[config.mk]
export PLATFORM = sky130hd
export DESIGN_NAME = alo_top
export DESIGN_NICKNAME = d
export VERILOG_FILES = /design/src/rtl/alo_line.v /design/src/rtl/alo_top.v
export VERILOG_INCLUDE_DIRS = /design/src /design/src/rtl
export SDC_FILE = /design/constraint.sdc
export NUM_CORES = 1
export LEC_CHECK = 0
export BUFFER_PORTS_ARGS = -buffer_cell sky130_fd_sc_hd__buf_2
export CAP_MARGIN = 20
export CORE_ASPECT_RATIO = 1.75
export CORE_MARGIN = 3
export CORE_UTILIZATION = 47
export CTS_CLUSTER_SIZE = 25
export DETAILED_ROUTE_END_ITERATION = 12
export PLACE_DENSITY = 0.75
export SLEW_MARGIN = 20
export SYNTH_ARGS = -nofsm -noshare
export SYNTH_HDL_FRONTEND = slang
export SYNTH_SLANG_ARGS = --single-unit
export TNS_END_PERCENT = 1
[constraint.sdc]
create_clock -name sys_clk_in -period 7.15 [get_ports sys_clk_in]
set_input_delay 1.0725 -clock sys_clk_in [delete_from_list [all_inputs] [get_ports sys_clk_in]]
set_output_delay 1.0725 -clock sys_clk_in [all_outputs]
set_load 0.1 [all_outputs]
[src/rtl/alo_defs.vh]
// Constants for the alarm output line block: register offsets, fields,
// reset values and counts.
// Assumes inclusion by bare name from the rtl files.
`ifndef ALO_DEFS_VH
`define ALO_DEFS_VH
`define ALO_NUM_LINES 4
`define ALO_NUM_CHAN 8
`define ALO_MAP_W 3
`define ALO_ADDR_W 8
`define ALO_OFF_CTRL 8'h00
`define ALO_OFF_CLEAR 8'h04
`define ALO_OFF_LINES 8'h08
`define ALO_OFF_STAT 8'h0C
`define ALO_OFF_MASK 8'h10
`define ALO_OFF_MAP 8'h14
`define ALO_CTRL_FOLLOW 0
`define ALO_CTRL_POS 1
`define ALO_CLR_ALL 4
`define ALO_CTRL_RST 2'h0
`define ALO_MASK_RST 4'h0
`define ALO_MAP_RST 32'h0000_0000
`define ALO_ZERO 32'h0000_0000
`endif

[src/rtl/alo_line.v]
// One alarm output line: sticky or follow state for a line.
// Assumes the caller forms the OR of mapped channel events each cycle.
module alo_line
(
  // Clock and reset.
  input wire sys_clk_in,
  input wire rst_in,
  // Control.
  input wire any_in,
  input wire follow_in,
  input wire clear_in,
  // State.
  output reg state_out
);
  always @(posedge sys_clk_in or posedge rst_in)
  begin
    if (rst_in)
      state_out <= 1'b0;
    else if (follow_in)
      state_out <= any_in;
    else if (any_in)
      state_out <= 1'b1;
    else if (clear_in)
      state_out <= 1'b0;
  end
endmodule // alo_line

[src/rtl/alo_top.v]
// Alarm output block: four alarm lines driven by per-channel limit events,
// with an APB register slave and a level interrupt.
// Assumes channel violation inputs are registered and synchronous.
`include "alo_defs.vh"

module alo_top
#(
  parameter NUM_CHAN = `ALO_NUM_CHAN
)
(
  // Clock and reset.
  input wire sys_clk_in,
  input wire rst_in,
  // APB slave.
  input wire psel_in,
  input wire penable_in,
  input wire pwrite_in,
  input wire [`ALO_ADDR_W-1:0] paddr_in,
  input wire [31:0] pwdata_in,
  output reg [31:0] prdata_out,
  output reg pready_out,
  output reg pslverr_out,
  // Measurement side.
  input wire [NUM_CHAN-1:0] chan_viol_in,
  input wire scan_start_in,
  // Alarm lines and interrupt.
  output reg [`ALO_NUM_LINES-1:0] alarm_line_out,
  output reg irq_out
);
  localparam NL = `ALO_NUM_LINES;
  localparam MW = `ALO_MAP_W;

  // Configuration registers.
  reg follow;
  reg pos_pol;
  reg [NL-1:0] mask;
  reg [MW*NUM_CHAN-1:0] chan_map;

  // Line pipeline and sticky status.
  reg [NL-1:0] line_any;
  reg [NL-1:0] clear_pulse;
  reg [NL-1:0] alarm_seen;
  reg [NL-1:0] stat;

  // Bus decode and read data.
  reg [31:0] next_rdata;
  reg addr_ok;
  wire access;
  wire wr_en;
  wire rd_en;
  wire rd_stat;
  wire sel_ctrl;
  wire sel_clear;
  wire sel_lines;
  wire sel_stat;
  wire sel_mask;
  wire sel_map;
  wire clear_all;
  wire [MW-1:0] clear_num;
  wire next_ready;
  wire next_slverr;
  wire next_irq;

  // Read values of each register, zero-extended to the bus width.
  wire [31:0] rd_ctrl;
  wire [31:0] rd_lines;
  wire [31:0] rd_stat_val;
  wire [31:0] rd_mask;
  wire [31:0] rd_map;

  // Per-line and per-channel nets.
  wire [NL*NUM_CHAN-1:0] chan_hit;
  wire [NL-1:0] next_line_any;
  wire [NL-1:0] next_clear;
  wire [NL-1:0] next_stat;
  wire [NL-1:0] next_alarm_line;
  wire [NL-1:0] line_clear;
  wire [NL-1:0] line_rise;
  wire [NL-1:0] line_state;

  // APB access phase; pready rises one cycle after the first access
  // edge, so every transfer has exactly one wait state.
  assign access = psel_in & penable_in & ~pready_out;
  assign wr_en = access & pwrite_in;
  assign rd_en = access & ~pwrite_in;

  assign sel_ctrl = (paddr_in == `ALO_OFF_CTRL);
  assign sel_clear = (paddr_in == `ALO_OFF_CLEAR);
  assign sel_lines = (paddr_in == `ALO_OFF_LINES);
  assign sel_stat = (paddr_in == `ALO_OFF_STAT);
  assign sel_mask = (paddr_in == `ALO_OFF_MASK);
  assign sel_map = (paddr_in == `ALO_OFF_MAP);
  assign rd_stat = rd_en & sel_stat;

  always @*
  begin
    case (paddr_in)
      `ALO_OFF_CTRL,
      `ALO_OFF_CLEAR,
      `ALO_OFF_LINES,
      `ALO_OFF_STAT,
      `ALO_OFF_MASK,
      `ALO_OFF_MAP: addr_ok = 1'b1;
      default: addr_ok = 1'b0;
    endcase
  end

  assign rd_ctrl = {30'h0000_0000, pos_pol, follow};
  assign rd_lines = {{(32-NL){1'b0}}, line_state};
  assign rd_stat_val = {{(32-NL){1'b0}}, stat};
  assign rd_mask = {{(32-NL){1'b0}}, mask};
  assign rd_map = {{(32-MW*NUM_CHAN){1'b0}}, chan_map};

  // Clear register: value 1..4 clears one line, bit 4 clears all.
  assign clear_all = pwdata_in[`ALO_CLR_ALL];
  assign clear_num = pwdata_in[MW-1:0];

  assign next_ready = access;
  assign next_slverr = access & ~addr_ok;
  assign next_irq = |(stat & mask);

  // Map value 0 or 5..7 leaves a channel unassigned; 1..4 name a line.
  genvar c;
  genvar g;
  generate
    for (c = 0; c < NUM_CHAN; c = c + 1)
    begin : gen_chan
      for (g = 0; g < NL; g = g + 1)
      begin : gen_hit
        localparam [MW-1:0] LINE_NUM = g + 1;
        assign chan_hit[g*NUM_CHAN+c] = chan_viol_in[c] &
          (chan_map[c*MW +: MW] == LINE_NUM);
      end
    end
  endgenerate

  // Per line: OR of mapped channels, clear decode, state and status.
  generate
    for (g = 0; g < NL; g = g + 1)
    begin : gen_line
      localparam [MW-1:0] LINE_NUM = g + 1;
      assign next_line_any[g] = |chan_hit[g*NUM_CHAN +: NUM_CHAN];
      assign next_clear[g] = wr_en & sel_clear &
        (clear_all | (clear_num == LINE_NUM));
      assign line_clear[g] = clear_pulse[g] | scan_start_in;
      assign line_rise[g] = line_state[g] & ~alarm_seen[g];
      // A line rising sets its status bit; the set wins over a read.
      assign next_stat[g] = (stat[g] & ~rd_stat) |
        line_rise[g];
      assign next_alarm_line[g] = pos_pol ? line_state[g] :
        ~line_state[g];
      alo_line u_line
      (
        .sys_clk_in(sys_clk_in),
        .rst_in(rst_in),
        .any_in(line_any[g]),
        .follow_in(follow),
        .clear_in(line_clear[g]),
        .state_out(line_state[g])
      );
    end
  endgenerate

  always @(posedge sys_clk_in or posedge rst_in)
  begin
    if (rst_in)
    begin
      line_any <= {NL{1'b0}};
    end
    else
    begin
      line_any <= next_line_any;
    end
  end

  always @(posedge sys_clk_in or posedge rst_in)
  begin
    if (rst_in)
    begin
      clear_pulse <= {NL{1'b0}};
    end
    else
    begin
      clear_pulse <= next_clear;
    end
  end

  // Control register: bit 0 selects follow mode, bit 1 high polarity.
  always @(posedge sys_clk_in or posedge rst_in)
  begin
    if (rst_in)
    begin
      follow <= 1'b0;
    end
    else if (wr_en && sel_ctrl)
    begin
      follow <= pwdata_in[`ALO_CTRL_FOLLOW];
    end
  end

  always @(posedge sys_clk_in or posedge rst_in)
  begin
    if (rst_in)
    begin
      pos_pol <= 1'b0;
    end
    else if (wr_en && sel_ctrl)
    begin
      pos_pol <= pwdata_in[`ALO_CTRL_POS];
    end
  end

  always @(posedge sys_clk_in or posedge rst_in)
  begin
    if (rst_in)
    begin
      mask <= `ALO_MASK_RST;
    end
    else if (wr_en && sel_mask)
    begin
      mask <= pwdata_in[NL-1:0];
    end
  end

  always @(posedge sys_clk_in or posedge rst_in)
  begin
    if (rst_in)
    begin
      chan_map <= {MW*NUM_CHAN{1'b0}};
    end
    else if (wr_en && sel_map)
    begin
      chan_map <= pwdata_in[MW*NUM_CHAN-1:0];
    end
  end

  always @(posedge sys_clk_in or posedge rst_in)
  begin
    if (rst_in)
    begin
      stat <= {NL{1'b0}};
    end
    else
    begin
      stat <= next_stat;
    end
  end

  always @(posedge sys_clk_in or posedge rst_in)
  begin
    if (rst_in)
    begin
      alarm_seen <= {NL{1'b0}};
    end
    else
    begin
      alarm_seen <= line_state;
    end
  end

  always @*
  begin
    next_rdata = `ALO_ZERO;
    case (paddr_in)
      `ALO_OFF_CTRL: next_rdata = rd_ctrl;
      `ALO_OFF_LINES: next_rdata = rd_lines;
      `ALO_OFF_STAT: next_rdata = rd_stat_val;
      `ALO_OFF_MASK: next_rdata = rd_mask;
      `ALO_OFF_MAP: next_rdata = rd_map;
      default: next_rdata = `ALO_ZERO;
    endcase
  end

  // Every output below comes straight from a flip-flop.
  always @(posedge sys_clk_in or posedge rst_in)
  begin
    if (rst_in)
    begin
      pready_out <= 1'b0;
    end
    else
    begin
      pready_out <= next_ready;
    end
  end

  always @(posedge sys_clk_in or posedge rst_in)
  begin
    if (rst_in)
    begin
      pslverr_out <= 1'b0;
    end
    else
    begin
      pslverr_out <= next_slverr;
    end
  end

  always @(posedge sys_clk_in or posedge rst_in)
  begin
    if (rst_in)
    begin
      prdata_out <= `ALO_ZERO;
    end
    else
    begin
      prdata_out <= rd_en ? next_rdata : `ALO_ZERO;
    end
  end

  always @(posedge sys_clk_in or posedge rst_in)
  begin
    if (rst_in)
    begin
      alarm_line_out <= {NL{1'b0}};
    end
    else
    begin
      alarm_line_out <= next_alarm_line;
    end
  end

  always @(posedge sys_clk_in or posedge rst_in)
  begin
    if (rst_in)
    begin
      irq_out <= 1'b0;
    end
    else
    begin
      irq_out <= next_irq;
    end
  end
endmodule // alo_top

==> results by group, run 1 <==
Outcome
  • Outcome: complete, no violations

Floorplan
  • Core area: approximately 0.0073 mm^2
  • Die height: ~120 um
  • FP Rows: 41
  • Initial Util: between 40 and 50%
  • I/O pins: just over 90
  • Overall die width: between 70 and 80 um
  • Die area: 0.00874 mm^2

Hold path
  • Hold_sp: line_any[1]
  • Worst hold path class: register to register
  • Hold path cells: 1
  • Hold Path Sink: gen_line[1].u_line.state_out

Power and ir drop
  • Static leakage: ~2.2 nW
  • Maximum VDD drop: between 0.15 and 0.2 mV
  • Pwr dens: between 200 and 300 mW/mm^2

Placed design
  • Final HPWL DP: approximately 5700 um
  • GP Congestion: a little under 0.9
  • Buffers added on ports: between 70 and 80
  • Cells after DPL: between 400 and 500

STA
  • Final Cycle Share: roughly a third
  • Setup TNS: 0 ps
  • Max frequency: about 420 MHz
  • Actual slew at the worst max-slew pin: between 900 and 1000 ps
  • Final setup fails: 0
  • Hold_ws: 443 ps
  • RSZ-0062 raised after global routing: no
  • Slew headroom: approximately a third
  • Hold Fails Final Rpt: 0
  • Slew Limit Fails: 0
  • Clock period minus worst slack: 2360 ps
  • Fin Clk Skew: 2.79 ps

Final layout
  • Reg area: roughly 0.002 mm^2
  • Non-filler instance count after layout: about 450
  • Nets: a little over 400
  • ANT cells: 0
  • Share of cells above drive strength 1: a little over a third
  • Area of the multi-input gates: between 0.001 and 0.0015 mm^2
  • Area grow syn2layout: 20.8%
  • Layout fillers: ~630

Logic synthesis
  • Post-Syn Area: approximately 0.0036 mm^2
  • Seq cells post-synth: 81
  • Seq/Total Area, Yosys: a little under three fifths
  • EDFF count, synth: 0
  • Commonest cells in the netlist: dfrtp_1 (81), mux2_2 (28), and2_1 (22)
  • Synth Flop Type: dfrtp_1
  • Most frequent cell after synthesis: dfrtp_1
  • Cells after Synth: roughly 280
  • Yosys Warn Count: 0
  • Synthesized area per cell: 12.9 um^2
  • Cell taking the most area after synthesis: dfrtp_1
  • Synth unique cells: between 40 and 50
  • Async SR Flop Fraction: 100%
  • Area share of the largest cell type after synthesis: between 50% and 60%
  • Ranking of synthesized cells by area: dfrtp_1 (57%), mux2_2 (8.8%), nor4bb_1 (4.8%)

Clocking
  • Postcts setup bufs: 0
  • Hold Buf Count CTS: 0
  • Clk Latency, worst-skew pair: approximately 340 ps
  • CTS Buffer Depth: 2
  • Root buf cell: clkbuf_16
  • Clock sink count: 81
  • CTS H-tree lvls: 3
  • Resize count post-CTS: 0
  • Num CTS Buffers: 9
  • CTS tree: yes
  • Clock slew at reported path FFs: roughly 60 ps

Setup path
  • Reg2reg start: pready_out
  • Reg-to-reg critical path endpoint: chan_map[4]
  • CP Buf/Inv Count: 1
  • Crit path largest cell delay: ~480 ps
  • Crit path max fanout: 24
  • WS Path Type: input pin to register
  • Worst R2R Setup Slack: around 5400 ps
  • CP top delay family: simple AND/OR/NAND/NOR gates
  • Crit-path slowest cell: mux2_1
  • Worst path required time: 7360 ps
  • CP Cell Sequence: buf_2 > nor4_4 > nand4_4 > mux2_1
  • Worst r2r path cells: 3
  • Worst path arrival time: 2570 ps
  • Startpoint types: input pin
  • Crit end category: register

Route
  • DRT iter0 DRCs: 153
  • DRC Markers: 0
  • Router iterations before antenna repair: 4
  • DRT Wirelength: 7750 um
  • Antenna Nets Post-Route: 0
  • Total number of vias: approximately 2500
  • Vias per inst: between 5 and 6
  • Routed len/inst: ~17 um

GRT
  • Global-route wire length before repair: roughly 12000 um
  • Initial antenna violation count: 0
  • GRT overflow: 0
  • Gr usage total: a little under a fifth
  • Vias in the first global route: between 2000 and 3000
  • Largest net degree at the start of global routing: 82

Flow run
  • Max-Cap Viols: 0
-- kinds of logic after synthesis --
| family | synth area share (%) |
|---|---|
| buffers and inverters | 4.62 |
| xor gates and xnor gates | 0.979 |
| and+or+nand+nor | 20.3 |
| muxes | 11.1 |
| AOI/OAI and AO/OA | 6.19 |
| other | 0.105 |
| DFF | 56.6 |
-- cells in the final DEF (no fill, tap or decap), types with 3 or more instances in the layout --
master and n:
a211oi_1 3, a31oi_1 7, clkinv_2 3, or3_1 3
and2_1 22, clkbuf_16 9, mux2i_1 6, a22o_1 4
conb_1 8, xnor2_1 4, nor4bb_1 17, nand4b_1 6
buf_2 76, mux2_2 28, nand2_1 3, dfrtp_1 81
nor2_1 12, nand4_1 4, nand3b_1 6, inv_1 14
a31o_2 4
-- layout make-up --
| cell class | instances | area share, % |
|---|---|---|
| multi-input combinational | 173 | 32.7 |
| sequential | 81 | 46.9 |
| tap | 86 | 2.49 |
| clock buffer | 11 | 5.62 |
| inverter | 15 | 1.33 |
| clock inverter | 5 | 1.82 |
| timing repair buffer | 78 | 9.15 |
-- routing by layer --
| metal | vias up | global-route usage (%) | share of wire [%] |
|---|---|---|---|
| met1 | 1231 | 18.6 | 35 |
| met4 | 0 | 9.29 | 3.6 |
| li1 | 1163 | - | - |
| met3 | 16 | 5.56 | 4.2 |
| met5 | - | 0 | 0 |
| met2 | 69 | 34.7 | 57 |
-- power breakdown --
| group | switching (W) | internal (W) |
|---|---|---|
| clock network | 0.000176 | 0.000314 |
| logic | 0.0000713 | 0.0000298 |
| registers | 0.0000158 | 0.000476 |
-- stage by stage --
step	utilization (%)	setup slack, ps	cell area (um^2)	total power, W
after floorplan	-	4000	3600	0.000571
after global placement	54.9	4480	4000	0.000597
after detailed placement	54.9	4450	4000	0.000601
after CTS	59.3	4790	4320	0.00109
after global routing	59.3	4730	4320	0.00112
final	59.3	4790	4320	0.00108
-- how the worst max path moves through the flow --
stage                 from                 to  cells after the start
6_report       paddr_in[1]        chan_map[4]                      4
5_1_grt        paddr_in[1]        chan_map[4]                      4
4_1_cts        paddr_in[1]        chan_map[4]                      4
3_5_place_dp   paddr_in[1]        chan_map[4]                      4
3_3_place_gp   paddr_in[1]        chan_map[5]                      4
2_1_floorplan       rst_in  alarm_line_out[0]                      1
-- sequential cells by signal, summed over array words and instances (netlist names), 4 cells and up --
register                   count
mask                           4
alarm_line_out                 4
stat                           4
prdata_out                    24
alarm_seen                     4
line_any                       4
chan_map                      24
clear_pulse                    4
gen_line.u_line.state_out      4
No activity file was read; power rests on OpenSTA's default activity.
==> run 2, diff against run 1 <==
--- a/config.mk
+++ b/config.mk
@@ -13,7 +13,7 @@
 export CORE_UTILIZATION = 47
 export CTS_CLUSTER_SIZE = 25
 export DETAILED_ROUTE_END_ITERATION = 12
-export PLACE_DENSITY = 0.75
+export PLACE_DENSITY = 0.78
 export SLEW_MARGIN = 20
 export SYNTH_ARGS = -nofsm -noshare
 export SYNTH_HDL_FRONTEND = slang
==> constraint.sdc (replaced) <==
create_clock -name sys_clk_in -period 2.05 [get_ports sys_clk_in]
set_input_delay 0.3075 -clock sys_clk_in [delete_from_list [all_inputs] [get_ports sys_clk_in]]
set_output_delay 0.3075 -clock sys_clk_in [all_outputs]
set_load 0.1 [all_outputs]
==> run 2 against run 1 <==
Against the previous run:
- combinational power increased to 3.6 times the previous value
- die area unchanged
- clock skew increased by 2.4 ps
- critical endpoint is now stat[1]
- highest routed layer unchanged
==> results by group, run 2 (synthesis results as in run 1) <==
Clocking
  • CTS tree: yes
  • Num CTS Buffers: 9
  • CTS H-tree lvls: 3
  • CTS Buffer Depth: 2
  • Clock slew at reported path FFs: about 60 ps
  • Hold Buf Count CTS: 0
  • Postcts setup bufs: 0
  • Root buf cell: clkbuf_16
  • Clk Latency, worst-skew pair: about 330 ps
  • Resize count post-CTS: 0
  • Clock sink count: a little over 80

STA
  • Actual slew at the worst max-slew pin: 642 ps
  • Final setup fails: 0
  • Final Cycle Share: 81.6%
  • Fin Clk Skew: 5.14 ps
  • Hold_ws: about 66 ps
  • Slew headroom: between 50% and 60%
  • Hold Fails Final Rpt: 0
  • RSZ-0062 raised after global routing: no
  • Slew Limit Fails: 0
  • Clock period minus worst slack: ~1700 ps
  • Max frequency: 598 MHz
  • Setup TNS: 0 ps

Final layout
  • Commonest non-fill, non-tap cell in the layout: dfrtp_1
  • Final core utilization: 59.7%
  • Nets: just over 400
  • Area grow syn2layout: 21.6%
  • Commonest non-fill, non-tap cells in the layout: dfrtp_1 (81), buf_2 (76), mux2_2 (28), and2_1 (22), nor4bb_1 (17)
  • ANT cells: 0
  • Share of cells above drive strength 1: roughly 36%
  • Top flop regs: chan_map: 24 flops, prdata_out: 24 flops

Placed design
  • Buffers added on ports: 76
  • GP Congestion: around 0.86
  • Final HPWL DP: 5850 um

Flow run
  • Max-Cap Viols: 0

Power and ir drop
  • Static leakage: between 2 and 2.5 nW
  • Clock power frac: 43.9%
  • Switching Share: around 24%
  • Sequential power share: 46.3%
  • Share of total power in combinational logic: 9.8%
  • Pwr dens: around 850 mW/mm^2
  • Net Switching: 0.000890 W
  • Maximum VDD drop: 0.465 mV
  • Internal power: ~0.0028 W

Setup path
  • Crit end category: register
  • CP Cell Sequence: or4bb_1 > nand4bb_1 > a22o_1
  • Worst R2R Setup Slack: around 380 ps
  • Crit-path slowest cell: or4bb_1
  • Crit path max fanout: 4
  • Critical Path End: stat[1]
  • CP startpoint: pready_out
  • Worst path required time: 2270 ps
  • CP top delay family: simple AND/OR/NAND/NOR gates
  • Reg-to-reg critical path endpoint: stat[1]
  • Crit path largest cell delay: between 500 and 600 ps
  • Reg2reg start: pready_out
  • Startpoint types: register
  • Critical path depth: 3
  • WS Path Type: register to register
  • Worst path arrival time: roughly 1900 ps
  • Worst r2r path cells: 3
  • CP Buf/Inv Count: 0

GRT
  • Vias in the first global route: approximately 2500
  • GRT overflow: 0
  • Initial antenna violation count: 0
  • Largest net degree at the start of global routing: 31
  • Global-route wire length before repair: 12400 um
  • Gr usage total: 18.8%

Route
  • Router iterations before antenna repair: 4
  • Total number of vias: about 2500
  • DRC Markers: 0
  • Vias per inst: between 5 and 6
  • DRT iter0 DRCs: between 150 and 200
  • DRT Wirelength: just under 8000 um
  • Routed len/inst: 17.2 um
  • Antenna Nets Post-Route: 0

Floorplan
  • FP Rows: 41
  • I/O pins: slightly above 90
  • Core area: ~0.0073 mm^2
  • Initial Util: about 50%
  • Die area: 0.00874 mm^2
  • Overall die width: a little over 70 um
  • Die height: roughly 120 um

Outcome
  • Outcome: complete, no violations

Hold path
  • Worst hold path class: input pin to async pin
-- run 2: worst min-delay path by stage --
| stage | end | start | slack [ps] | cells past startpoint |
|---|---|---|---|---|
| after CTS | chan_map[3] | rst_in | 90 | 2 |
| after floorplan | gen_line[0].u_line.state_out | line_any[0] | 420 | 1 |
| after detailed placement | chan_map[3] | rst_in | 440 | 2 |
| after global routing | chan_map[3] | rst_in | 110 | 2 |
| after global placement | prdata_out[5] | rst_in | 430 | 2 |
| final | chan_map[3] | rst_in | 70 | 2 |
-- run 2: layout make-up --
type	instances	area, um^2
clock buffers	14	274
clock inverters	2	35.0
fillers	617	2930
inverters	15	60.1
multi-input cells	173	1410
flip-flops and latches	81	2030
well taps	86	108
repair buffers	80	435
-- run 2: per-layer routing --
layer  GRT usage (%)  share of wire [%]
met5               0                  0
met2            32.5                 56
met3            4.64                4.6
met4            11.4                4.3
met1            20.2                 35
-- run 2: worst register-to-register path: stages (launching register included) --
cell	delay (ps)
dfrtp_1	400
or4bb_1	580
nand4bb_1	340
a22o_1	250
-- run 2: power by group through the flow --
stage	combinational (W)	clock, W	sequential, W
global route	0.000387	0.00172	0.00172
finish	0.000361	0.00163	0.00171
floorplan	0.000198	0	0.00179
detailed placement	0.000362	0	0.00174
global placement	0.000353	0	0.00174
CTS	0.000364	0.00165	0.00171
-- run 2: per-stage QoR --
step,worst slack (ps),std cells,power [W],area [um^2]
2_1_floorplan,76.9,285,0.00199,3610
3_3_place_gp,290,435,0.00209,4040
3_5_place_dp,275,435,0.00210,4040
4_1_cts,375,451,0.00373,4350
5_1_grt,299,451,0.00383,4350
6_report,377,451,0.00370,4350
==> run 3, diff against run 2 <==
--- a/config.mk
+++ b/config.mk
@@ -13,7 +13,7 @@
 export CORE_UTILIZATION = 47
 export CTS_CLUSTER_SIZE = 25
 export DETAILED_ROUTE_END_ITERATION = 12
-export PLACE_DENSITY = 0.78
+export PLACE_DENSITY = 0.75
 export SLEW_MARGIN = 20
 export SYNTH_ARGS = -nofsm -noshare
 export SYNTH_HDL_FRONTEND = slang
==> constraint.sdc (replaced) <==
create_clock -name sys_clk_in -period 1.7 [get_ports sys_clk_in]
set_input_delay 0.255 -clock sys_clk_in [delete_from_list [all_inputs] [get_ports sys_clk_in]]
set_output_delay 0.255 -clock sys_clk_in [all_outputs]
set_load 0.1 [all_outputs]
==> run 3 against run 2 <==
Against the previous run:
- die area did not move
- total power rose by 19%
- first-iteration DRC count fell by 5.2%
- combinational power rose by 23%
- highest routed layer unchanged
- design area rose by 0.95%
- register-to-register slack got worse by 300 ps
- critical endpoint is now stat[3]
==> results by group, run 3 (synthesis results as in run 1) <==
Floorplan
  • Die area: between 0.008 and 0.009 mm^2
  • Die height: 121 um
  • Overall die width: 72.0 um
  • FP Rows: between 40 and 50
  • Initial Util: just under 50%
  • I/O pins: between 90 and 100
  • Core area: between 0.007 and 0.008 mm^2

STA
  • Final Cycle Share: between 90% and 100%
  • Setup TNS: 0 ps
  • RSZ-0062 raised after global routing: yes
  • Final setup fails: 0
  • Slew Limit Fails: 0
  • Clock period minus worst slack: 1620 ps
  • Hold Fails Final Rpt: 0
  • Slew headroom: 67.4%
  • Actual slew at the worst max-slew pin: a little under 500 ps
  • Fin Clk Skew: 7.24 ps
  • Max frequency: ~620 MHz

Clocking
  • Clock slew at reported path FFs: roughly 60 ps
  • Root buf cell: clkbuf_16
  • Clk Latency, worst-skew pair: between 300 and 400 ps
  • Num CTS Buffers: 9
  • CTS Buffer Depth: 2
  • CTS tree: yes
  • Postcts setup bufs: 0
  • Clock sink count: 81
  • CTS H-tree lvls: 3

Final layout
  • Top flop regs: chan_map: 24 flops, prdata_out: 24 flops
  • ANT cells: 0
  • Area grow syn2layout: 22.8%
  • Share of cells above drive strength 1: between 30 and 40%
  • Commonest non-fill, non-tap cells in the layout: dfrtp_1 (81), buf_2 (76), mux2_2 (28), and2_1 (22), nor4bb_1 (17)
  • Final std cell area, no fill: ~0.0044 mm^2
  • Non-filler instance count after layout: between 400 and 500
  • Layout fillers: roughly 620
  • Nets: 420
  • Commonest non-fill, non-tap cell in the layout: dfrtp_1

GRT
  • Vias in the first global route: between 2000 and 2500
  • Gr usage total: 18.5%
  • Largest net degree at the start of global routing: 57
  • Initial antenna violation count: 0
  • GRT overflow: 0
  • Global-route wire length before repair: around 12000 um

Route
  • DRC Markers: 0
  • Antenna Nets Post-Route: 0
  • Router iterations before antenna repair: 4
  • Total number of vias: ~2500
  • Routed len/inst: roughly 17 um
  • Vias per inst: roughly 5.4
  • DRT Wirelength: between 7000 and 8000 um
  • DRT iter0 DRCs: 165

Setup path
  • Worst R2R Setup Slack: 80 ps
  • Crit path max fanout: 4
  • Worst path required time: about 1900 ps
  • Worst r2r path cells: 3
  • Crit end category: register
  • Reg-to-reg critical path endpoint: stat[3]
  • WS Path Type: register to register
  • CP startpoint: pready_out
  • Worst path arrival time: ~1800 ps
  • Startpoint types: register
  • Reg2reg start: pready_out
  • Critical Path End: stat[3]

Outcome
  • Outcome: complete, no violations

Placed design
  • Final HPWL DP: about 5700 um
  • Cells after DPL: 441
  • Area after DPL: slightly above 0.004 mm^2
  • Buffers added on ports: 76
  • GP Congestion: around 0.86

Power and ir drop
  • Maximum VDD drop: 0.597 mV
  • Static leakage: roughly 2.2 nW
  • Pwr dens: about 1000 mW/mm^2

Hold path
  • Worst hold path class: input pin to async pin

Flow run
  • Max-Cap Viols: 0
[run 3: worst min path at each step]
| stage | from | end | slack, ps | depth (start not counted) |
|---|---|---|---|---|
| after global placement | rst_in | pready_out | 360 | 3 |
| after detailed placement | rst_in | pslverr_out | 360 | 3 |
| final | rst_in | mask[2] | 1 | 3 |
| after CTS | rst_in | pslverr_out | 10 | 3 |
| after floorplan | pwdata_in[4] | clear_pulse[0] | 380 | 2 |
| after global routing | rst_in | mask[3] | 40 | 3 |
[run 3: worst max-delay path, cell delays in order (launching register included)]
cell	delay [ps]
dfrtp_1	390
or4bb_1	570
nand4bb_2	340
a22o_1	220
[run 3: final cells by class]
cell class / instances / area (um^2) / area share [%]
Inverter: 15 / 60.1 / 1.37
Clock inverter: 3 / 40.0 / 0.911
Sequential cell: 81 / 2030 / 46.1
Timing Repair Buffer: 86 / 484 / 11.0
Tap cell: 86 / 108 / 2.45
Clock buffer: 12 / 256 / 5.84
Multi-Input combinational cell: 173 / 1420 / 32.3
[run 3: metal layers]
layer  vias to the layer above  GRT usage [%]  wire length, um  share of wire (%)
li1                       1178              -                -                  -
met1                      1218           18.4             2670                 35
met2                        63           34.7             4360                 57
met3                        15           4.39              340                4.5
met4                         0           9.06              234                3.1
met5                         -              0                0                  0
[run 3: through the flow]
stage	power [W]	hold slack, ps	util [%]	setup slack (ps)
CTS	0.00444	13.2	60.2	41.7
finish	0.00441	1.32	60.3	75.5
floorplan	0.00240	382	-	-273
detailed placement	0.00254	364	56.1	45.6
global placement	0.00253	359	56.1	60.8
global route	0.00457	35.3	60.3	-3.80
[run 3: report_power, final]
part	switching (W)	internal, W	total [W]	leakage [nW]
Clock	0.000704	0.00120	0.00191	0.148
Combinational	0.000305	0.000137	0.000443	0.986
Sequential	0.0000609	0.00200	0.00206	1.10
Total	0.00107	0.00334	0.00441	2.23
[run 3: repair_timing]
item / CTS / global route
setup endpoints to repair: 0 / 9
resized for setup: 0 / 2
hold buffers: 0 / 0
